==> src/verilog/bsr_shift.sv <==
// Purpose: 8-bit bidirectional shift register function, four bytes, one selected.
// Assumes: Pins are asynchronous and pass two flops; 25 MHz clk; sync reset.
// Notes:   Edges are judged on synchronised levels, so pins need >2 cycles per level.
`timescale 1ns/1ns
`default_nettype none

// Kept beside bsr_shift, which imports it; tb_top imports it too, so this file must be compiled first
package bsr_pkg;
	localparam int BSR_BITS  = 8;
	localparam int BSR_BYTES = 4;
	localparam int BSR_TOTAL = BSR_BITS * BSR_BYTES;
	localparam int ADDR_W    = 4;
	localparam int DATA_W    = 32;

	// Register offsets (byte addresses)
	localparam logic [ADDR_W-1:0] ADDR_CTRL  = 4'h0;
	localparam logic [ADDR_W-1:0] ADDR_CELLS = 4'h4;
	localparam logic [ADDR_W-1:0] ADDR_STAT  = 4'h8;

	// Control and status field layout
	localparam int CTRL_IDX_LSB = 0;
	localparam int CTRL_POS_LSB = 2;
	localparam int CTRL_RET_BIT = 5;
	localparam int STAT_Q_BIT   = 0;
	localparam int STAT_SEL_LSB = 8;

	// Pin slots in the synchroniser vectors
	localparam int PIN_TRG = 0;
	localparam int PIN_DIR = 1;
	localparam int PIN_DIN = 2;
	localparam int PIN_CLR = 3;
	localparam int PIN_PWR = 4;
	localparam int PIN_N   = 5;

	localparam logic [BSR_TOTAL-1:0] BYTE_MASK  = 32'h0000_00FF;
	localparam logic [BSR_BITS-1:0]  BYTE_EMPTY = 8'h00;

	typedef struct packed {
		logic [PIN_N-1:0]  s1;
		logic [PIN_N-1:0]  s2;
		logic [PIN_N-1:0]  prev;
		logic [1:0]        idx;
		logic [2:0]        pos;
		logic              ret;
		logic [DATA_W-1:0] rdata;
		logic              q;
	} bsr_state_s;
endpackage

////////////////////////////////////////////////////////////////////////////////
module bsr_shift
	import bsr_pkg::*;
(
	input  wire logic                      clk,
	input  wire logic                      rst,
	input  wire logic                      trg_pin,
	input  wire logic                      dir_pin,
	input  wire logic                      din_pin,
	input  wire logic                      clr_pin,
	input  wire logic                      pwr_up_pin,
	input  wire logic [bsr_pkg::ADDR_W-1:0] addr,
	input  wire logic [bsr_pkg::DATA_W-1:0] wdata,
	input  wire logic                      wr,
	input  wire logic                      rd,
	output logic      [bsr_pkg::DATA_W-1:0] rdata,
	output logic                           q
);
	import bsr_pkg::*;

	localparam bsr_state_s STATE_RST = '0;

	bsr_state_s              st_reg;
	bsr_state_s              st_next;
	logic [BSR_TOTAL-1:0]    cells;
	logic [PIN_N-1:0]        rise;
	logic                    trg_rise;
	logic                    clr_rise;
	logic                    pwr_rise;
	logic                    shift_en;
	logic                    wipe_all;
	logic [BSR_BITS-1:0]     sel_byte;
	logic [BSR_BITS-1:0]     shifted;
	logic [4:0]              byte_ofs;

	////////////////////////////////////////////////////////////////////////////
	// Edge detection on the second synchroniser stage only
	assign rise     = st_reg.s2 & ~st_reg.prev;
	assign trg_rise = rise[PIN_TRG];
	assign clr_rise = rise[PIN_CLR];
	assign pwr_rise = rise[PIN_PWR];
	assign byte_ofs = {st_reg.idx, 3'b000};
	assign sel_byte = cells[byte_ofs +: BSR_BITS];

	// Clear on the same byte in the same cycle suppresses the shift
	assign shift_en = trg_rise && !clr_rise;
	assign wipe_all = pwr_rise && !st_reg.ret;

	always_comb begin
		if (st_reg.s2[PIN_DIR]) begin
			shifted = {st_reg.s2[PIN_DIN], sel_byte[BSR_BITS-1:1]};
		end else begin
			shifted = {sel_byte[BSR_BITS-2:0], st_reg.s2[PIN_DIN]};
		end
	end

	////////////////////////////////////////////////////////////////////////////
	// Four bytes kept apart; only the selected one is shifted or cleared, but a power wipe empties all four
	bsr_store #(
		.BYTES (BSR_BYTES),
		.BITS  (BSR_BITS)
	) u_store (
		.clk      (clk),
		.rst      (rst),
		.wr_en    (shift_en),
		.wr_idx   (st_reg.idx),
		.wr_data  (shifted),
		.clr_en   (clr_rise),
		.clr_idx  (st_reg.idx),
		.wipe_all (wipe_all),
		.cells    (cells)
	);

	////////////////////////////////////////////////////////////////////////////
	always_comb begin
		st_next      = st_reg;
		st_next.s1   = {pwr_up_pin, clr_pin, din_pin, dir_pin, trg_pin};
		st_next.s2   = st_reg.s1;
		st_next.prev = st_reg.s2;
		if (wr && addr == ADDR_CTRL) begin
			st_next.idx = wdata[CTRL_IDX_LSB +: 2];
			st_next.pos = wdata[CTRL_POS_LSB +: 3];
			st_next.ret = wdata[CTRL_RET_BIT];
		end
		st_next.rdata = '0;
		if (rd) begin
			unique case (addr)
				ADDR_CTRL: begin
					st_next.rdata[CTRL_IDX_LSB +: 2] = st_reg.idx;
					st_next.rdata[CTRL_POS_LSB +: 3] = st_reg.pos;
					st_next.rdata[CTRL_RET_BIT]      = st_reg.ret;
				end
				ADDR_CELLS: begin
					st_next.rdata = cells;
				end
				ADDR_STAT: begin
					st_next.rdata[STAT_Q_BIT]              = st_reg.q;
					st_next.rdata[STAT_SEL_LSB +: BSR_BITS] = sel_byte;
				end
				default: begin
					st_next.rdata = '0;
				end
			endcase
		end
		// Registered so the output never glitches while the byte rewrites
		st_next.q = cells[{st_reg.idx, st_reg.pos}];
	end

	always_ff @(posedge clk) begin
		if (rst) begin
			st_reg <= STATE_RST;
		end else begin
			st_reg <= st_next;
		end
	end

	assign rdata = st_reg.rdata;
	assign q     = st_reg.q;

	////////////////////////////////////////////////////////////////////////////
	// Checks
	property p_shift_up;
		@(posedge clk) disable iff (rst)
		(shift_en && !wipe_all && !st_reg.s2[PIN_DIR] && !(wr && addr == ADDR_CTRL))
		|=> sel_byte == {$past(sel_byte[BSR_BITS-2:0]), $past(st_reg.s2[PIN_DIN])};
	endproperty
	a_shift_up: assert property (p_shift_up) else $error("upward shift wrong");

	property p_shift_down;
		@(posedge clk) disable iff (rst)
		(shift_en && !wipe_all && st_reg.s2[PIN_DIR] && !(wr && addr == ADDR_CTRL))
		|=> sel_byte == {$past(st_reg.s2[PIN_DIN]), $past(sel_byte[BSR_BITS-1:1])};
	endproperty
	a_shift_down: assert property (p_shift_down) else $error("downward shift wrong");

	property p_trig_pin_shift;
		@(posedge clk) disable iff (rst)
		($rose(st_reg.s1[PIN_TRG]) && !st_reg.s1[PIN_CLR] && !st_reg.s1[PIN_PWR])
		##1 !clr_rise |-> shift_en;
	endproperty
	a_trig_pin_shift: assert property (p_trig_pin_shift) else $error("rise not shifted");

	property p_idle_stable;
		@(posedge clk) disable iff (rst)
		(!trg_rise && !clr_rise && !pwr_rise) |=> $stable(cells);
	endproperty
	a_idle_stable: assert property (p_idle_stable) else $error("bits moved without edge");

	property p_other_bytes;
		@(posedge clk) disable iff (rst)
		(!wipe_all) |=> ((cells ^ $past(cells)) & ~$past(BYTE_MASK << byte_ofs)) == '0;
	endproperty
	a_other_bytes: assert property (p_other_bytes) else $error("unselected byte changed");

	property p_clear;
		@(posedge clk) disable iff (rst)
		clr_rise && !(wr && addr == ADDR_CTRL) |=> sel_byte == BYTE_EMPTY;
	endproperty
	a_clear: assert property (p_clear) else $error("clear left bits set");

	property p_clear_wins;
		@(posedge clk) disable iff (rst)
		(clr_rise && trg_rise && !(wr && addr == ADDR_CTRL)) |=> sel_byte == BYTE_EMPTY;
	endproperty
	a_clear_wins: assert property (p_clear_wins) else $error("shift beat clear");

	property p_q_follows;
		@(posedge clk) disable iff (rst)
		1'b1 |=> q == $past(cells[{st_reg.idx, st_reg.pos}]);
	endproperty
	a_q_follows: assert property (p_q_follows) else $error("output not selected bit");

	property p_wipe;
		@(posedge clk) disable iff (rst)
		wipe_all |=> cells == '0;
	endproperty
	a_wipe: assert property (p_wipe) else $error("power loss kept bits");

	property p_keep;
		@(posedge clk) disable iff (rst)
		(pwr_rise && st_reg.ret && !trg_rise && !clr_rise) |=> $stable(cells);
	endproperty
	a_keep: assert property (p_keep) else $error("retentive bits lost");

	property p_fall_quiet;
		@(posedge clk) disable iff (rst)
		(!st_reg.s2[PIN_TRG] && st_reg.prev[PIN_TRG] && !clr_rise && !pwr_rise)
		|=> $stable(cells);
	endproperty
	a_fall_quiet: assert property (p_fall_quiet) else $error("trigger fall moved bits");

	// The edge detector must never report one rise on two cycles
	property p_one_shift;
		@(posedge clk) disable iff (rst)
		shift_en |=> !shift_en;
	endproperty
	a_one_shift: assert property (p_one_shift) else $error("one rise shifted twice");

	property p_idx_hold;
		@(posedge clk) disable iff (rst)
		!(wr && addr == ADDR_CTRL) |=> $stable(byte_ofs);
	endproperty
	a_idx_hold: assert property (p_idx_hold) else $error("byte index moved");

	property p_sel_stat;
		@(posedge clk) disable iff (rst)
		(rd && addr == ADDR_STAT) |=> rdata[STAT_SEL_LSB +: BSR_BITS] == $past(sel_byte);
	endproperty
	a_sel_stat: assert property (p_sel_stat) else $error("selected byte view wrong");

	property p_clear_q;
		@(posedge clk) disable iff (rst)
		(clr_rise && !(wr && addr == ADDR_CTRL)) |=> ##1 (q == 1'b0);
	endproperty
	a_clear_q: assert property (p_clear_q) else $error("output set after clear");

	property p_q_stat;
		@(posedge clk) disable iff (rst)
		(rd && addr == ADDR_STAT) |=> rdata[STAT_Q_BIT] == $past(q);
	endproperty
	a_q_stat: assert property (p_q_stat) else $error("status output bit wrong");

	property p_ctrl_read;
		@(posedge clk) disable iff (rst)
		(rd && addr == ADDR_CTRL) |=> rdata[CTRL_POS_LSB +: 3] == $past(st_reg.pos);
	endproperty
	a_ctrl_read: assert property (p_ctrl_read) else $error("bit position readback wrong");

	property p_cells_read;
		@(posedge clk) disable iff (rst)
		(rd && addr == ADDR_CELLS) |=> rdata == $past(cells);
	endproperty
	a_cells_read: assert property (p_cells_read) else $error("cell readback wrong");

	// Any selection reads zero once the bytes are emptied
	property p_wipe_q;
		@(posedge clk) disable iff (rst)
		wipe_all |=> ##1 (q == 1'b0);
	endproperty
	a_wipe_q: assert property (p_wipe_q) else $error("output set after power loss");

	property p_ret_hold;
		@(posedge clk) disable iff (rst)
		!(wr && addr == ADDR_CTRL) |=> $stable(st_reg.ret);
	endproperty
	a_ret_hold: assert property (p_ret_hold) else $error("retentive setting moved");

	c_shift_up:   cover property (@(posedge clk) disable iff (rst) shift_en && !st_reg.s2[PIN_DIR]);
	c_shift_down: cover property (@(posedge clk) disable iff (rst) shift_en && st_reg.s2[PIN_DIR]);
	c_clear_both: cover property (@(posedge clk) disable iff (rst) clr_rise && trg_rise);
	c_wipe:       cover property (@(posedge clk) disable iff (rst) wipe_all ##1 cells == '0);
	c_keep:       cover property (@(posedge clk) disable iff (rst) pwr_rise && st_reg.ret);
endmodule

`default_nettype wire

==> src/verilog/bsr_store.sv <==
// Purpose: Byte store of the shift register block: four registered bytes.
// Assumes: One clock, synchronous active-high reset.
// Notes:   Store outputs are registered; writers see the new bytes one cycle later.
`timescale 1ns/1ns
`default_nettype none

module bsr_store #(
	parameter int BYTES = 4,
	parameter int BITS  = 8
) (
	input  wire logic                     clk,
	input  wire logic                     rst,
	input  wire logic                     wr_en,
	input  wire logic [1:0]               wr_idx,
	input  wire logic [BITS-1:0]          wr_data,
	input  wire logic                     clr_en,
	input  wire logic [1:0]               clr_idx,
	input  wire logic                     wipe_all,
	output logic      [BYTES*BITS-1:0]    cells
);
	logic [BYTES*BITS-1:0] cells_reg;
	logic [BYTES*BITS-1:0] cells_next;

	////////////////////////////////////////////////////////////////////////////
	// Per-byte next value; clear beats shift, wipe beats both
	genvar g;
	generate
		for (g = 0; g < BYTES; g++) begin : g_byte
			always_comb begin
				cells_next[g*BITS +: BITS] = cells_reg[g*BITS +: BITS];
				if (wipe_all || (clr_en && clr_idx == 2'(g))) begin
					cells_next[g*BITS +: BITS] = '0;
				end else if (wr_en && wr_idx == 2'(g)) begin
					cells_next[g*BITS +: BITS] = wr_data;
				end
			end
		end
	endgenerate

	////////////////////////////////////////////////////////////////////////////
	always_ff @(posedge clk) begin
		if (rst) begin
			cells_reg <= '0;
		end else begin
			cells_reg <= cells_next;
		end
	end

	assign cells = cells_reg;
endmodule

`default_nettype wire
==> config.mk <==
export PLATFORM = sky130hd
export DESIGN_NAME = bsr_shift
export DESIGN_NICKNAME = d
export VERILOG_FILES = /design/src/verilog/bsr_shift.sv /design/src/verilog/bsr_store.sv
export SDC_FILE = /design/constraint.sdc
export NUM_CORES = 1
export LEC_CHECK = 0
export BUFFER_PORTS_ARGS = -buffer_cell sky130_fd_sc_hd__buf_2
export CAP_MARGIN = 20
export CORE_ASPECT_RATIO = 1.5
export CORE_UTILIZATION = 31
export DETAILED_ROUTE_END_ITERATION = 8
export GPL_ROUTABILITY_DRIVEN = 0
export SLEW_MARGIN = 20
export SYNTH_ARGS = -nofsm -noshare
export SYNTH_HDL_FRONTEND = slang
export SYNTH_HIERARCHICAL = 1
export SYNTH_SLANG_ARGS = --single-unit
==> constraint.sdc <==
create_clock -name clk -period 4.41 [get_ports clk]
set_input_delay 0.882 -clock clk [delete_from_list [all_inputs] [get_ports clk]]
set_output_delay 0.882 -clock clk [all_outputs]
set_load 0.02 [all_outputs]
==> key figures <==
Floorplan
  • Row Count: 47
  • Die X-Extent: 89.85 um
  • Die area: 12020 um^2
  • Core Region: 11170 um^2
  • Initial Utilization: 0.3212
  • # IOs: 78
  • Die height: 133.8 um

Routing
  • Post-Route WL: 7576 um
  • Drt wl/cell: 15.59 um
  • Via density: 4.660
  • Initial DRC Count: 139
  • Pre-antenna DRT Iters: 4
  • DRT antenna net count: 0
  • DRC errors left: 0
  • Vias: 2265

Worst setup path
  • Worst Path Max Fanout: 26
  • R2R depth: 5
  • Worst path slowest cell: nor2_2
  • CP required: 4.68 ns
  • Worst setup SP type: input pin
  • CP Cell Sequence: buf_2, nor2b_1, nand2_1, nor2_2, a22o_1
  • R2R Setup Slk: 2.22 ns
  • Crit path max-delay family: simple AND/OR/NAND/NOR gates
  • Crit path kind: input pin to flip-flop
  • Reg-to-Reg End: u_store/cells[3]$_SDFFE_PP0P_
  • Buf/Inv on CP: 1
  • CP endpoint kind: flip-flop
  • Worst R2R Start: st_next[42]$_SDFF_PP0_
  • Crit-path max cell delay: 0.75 ns
  • Worst Path Arrival: 2.47 ns

Synth
  • Register area share after synthesis: 0.4686
  • Post-synth EDFFs: 0
  • YS warnings: 6
  • Syn avg cell area: 11.25 um^2
  • Netlist cell types: 32
  • Leading area contributor after synthesis: dfxtp_1
  • Synth Instances: 319
  • Synth top area share: 0.4686
  • #FFs+latches synth: 84
  • Top post-synthesis cells by area: dfxtp_1 47%, mux2i_1 13%, mux4_2 7.5%
  • Syn nets: 364
  • Syn Std Cell Area: 3588 um^2
  • Synth Flop Type: dfxtp_1
  • Post-synthesis async set-or-reset flop share: 0

Timing
  • Hold Slack: 0.4369 ns
  • Final Worst Setup Slack: 2.213 ns
  • Final Hold Violating Endpoints: 0
  • Setup violators final: 0
  • Slew @ Worst Pin: 0.9358 ns
  • Max Slew Vio Count: 0
  • Tmin final: 2.197 ns
  • Maximum clock frequency: 455.2 MHz
  • Setup TNS: 0 ns
  • Clk_skew: 0.004581 ns
  • Fin crit share: 0.4981
  • Unrepaired setup endpoints after global routing: false
  • Max_slew headroom: 0.3755

Power
  • Power after layout: 1.561 mW
  • VDD IR-drop max: 0.0001620 V
  • Pleak: 1.810 nW
  • Pwr Density: 389.9 nW/um^2

GRT
  • Total global routing overflow: 0
  • Initial antenna violation count: 0
  • Vias in the first global route: 2370
  • First-pass GRT wire length: 12610 um
  • Global-route total usage across every layer: 0.1382
  • Pin count of the biggest net entering global routing: 27

CTS
  • H-tree lvl count: 3
  • Clk pin slew, worst setup/hold paths: 0.06 ns
  • CTS Buffer Depth: 2
  • Clock sinks: 84
  • Worst-Skew Late Latency: 0.34 ns
  • Hold_buf cts: 0
  • TritonCTS clock tree: done
  • Root buffer cell: clkbuf_16
  • Post-CTS Resized: 0
  • CTS Buf Count: 9
  • Post-CTS Setup Inserts: 0

Cells and area
  • # diodes: 0
  • Layout cell share with drive strength beyond 1: 0.2891
  • Post-layout net count: 379
  • Layout Cells excl Fill: 486
  • Commonest non-fill, non-tap cell in the layout: dfxtp_1
  • Synth-to-layout area growth: 11.54%
  • Filler cells: 1162
  • Most frequent cells in the layout: 84 x dfxtp_1, 51 x buf_2, 46 x mux2i_1

Placed design
  • IO Port Bufs: 51
  • Pre-CTS setup slack: 1.803 ns
  • DP Wirelength: 5527 um
  • Placed cells: 470

Worst hold path
  • Hold depth: 1
  • Worst Hold Class: flip-flop to flip-flop
  • Min-Delay Startpoint: st_next[44]$_SDFF_PP0_
  • Hold Path End: st_next[39]$_SDFF_PP0_

Run status
  • Status: complete, no violations

Job
  • Maxcap violations: 0
area by class of cell:
cell class | count | area (um^2) | area share
tap | 147 | 183.9 | 0.04595
clock inverter | 6 | 63.81 | 0.01594
timing repair buffer | 52 | 262.8 | 0.06565
multi-input combinational | 184 | 1560 | 0.3898
clock buffer | 10 | 239.0 | 0.05971
inverter | 3 | 11.26 | 0.002813
sequential | 84 | 1682 | 0.4201
per-stage QoR:
step / cell area, um^2 / utilization
2_1_floorplan: 3588 / -
3_3_place_gp: 3700 / 0.3311
3_5_place_dp: 3700 / 0.3311
4_1_cts: 4003 / 0.3582
5_1_grt: 4003 / 0.3582
6_report: 4003 / 0.3582
worst register-to-register path, stage by stage (launching register included):
cell and delay, ns:
dfxtp_1 0.30, nor2b_1 0.14, nor3b_1 0.53, nor3b_2 0.77
mux2i_1 0.29, nor2_1 0.05
power breakdown:
group          total [mW]  leakage, nW  switching, mW  internal [mW]
sequential          0.770        0.679        0.00531          0.765
clock               0.749        0.144          0.296          0.452
combinational      0.0419        0.987         0.0237         0.0183
total                1.56         1.81          0.325           1.24
worst max-delay path by stage:
stage | from | cells after the start | end | slack (ns)
2_1_floorplan | byte_ofs[3]$_SDFFE_PP0P_ | 6 | u_store/cells[4]$_SDFFE_PP0P_ | 2.36
3_3_place_gp | rst | 5 | rdata[14]$_SDFF_PP0_ | 1.85
3_5_place_dp | rst | 5 | rdata[14]$_SDFF_PP0_ | 1.80
4_1_cts | rst | 5 | rdata[14]$_SDFF_PP0_ | 2.16
5_1_grt | rst | 5 | rdata[13]$_SDFF_PP0_ | 1.96
6_report | rst | 5 | rdata[14]$_SDFF_PP0_ | 2.21
cell usage after synthesis, types with 3 or more instances:
| master | n |
|---|---|
| nand2_1 | 4 |
| mux2_2 | 11 |
| nor2b_1 | 15 |
| buf_6 | 3 |
| nor2_1 | 44 |
| mux4_1 | 3 |
| o21ai_2 | 4 |
| and2_1 | 18 |
| mux2i_1 | 46 |
| mux4_2 | 12 |
| buf_4 | 34 |
| buf_2 | 4 |
| clkbuf_1 | 5 |
| dfxtp_1 | 84 |
| inv_1 | 3 |
| a22o_1 | 8 |
layer usage:
layer,GRT usage,up-vias,part of all wire
met5,0,-,0
met4,0.09107,0,0.040
met3,0.03571,26,0.038
met2,0.2487,57,0.54
met1,0.1406,1082,0.38
li1,-,1100,-
cell families (layout without fill, tap and decap cells):
| group | count (synthesis) | after routing | synth area share |
|---|---|---|---|
| flops | 84 | 84 | 0.4686 |
| buf+inv | 51 | 71 | 0.09658 |
| compound gates | 18 | 18 | 0.04080 |
| mux | 72 | 72 | 0.2601 |
| simple gates | 94 | 94 | 0.1339 |
(Power assumes the default switching activity.)
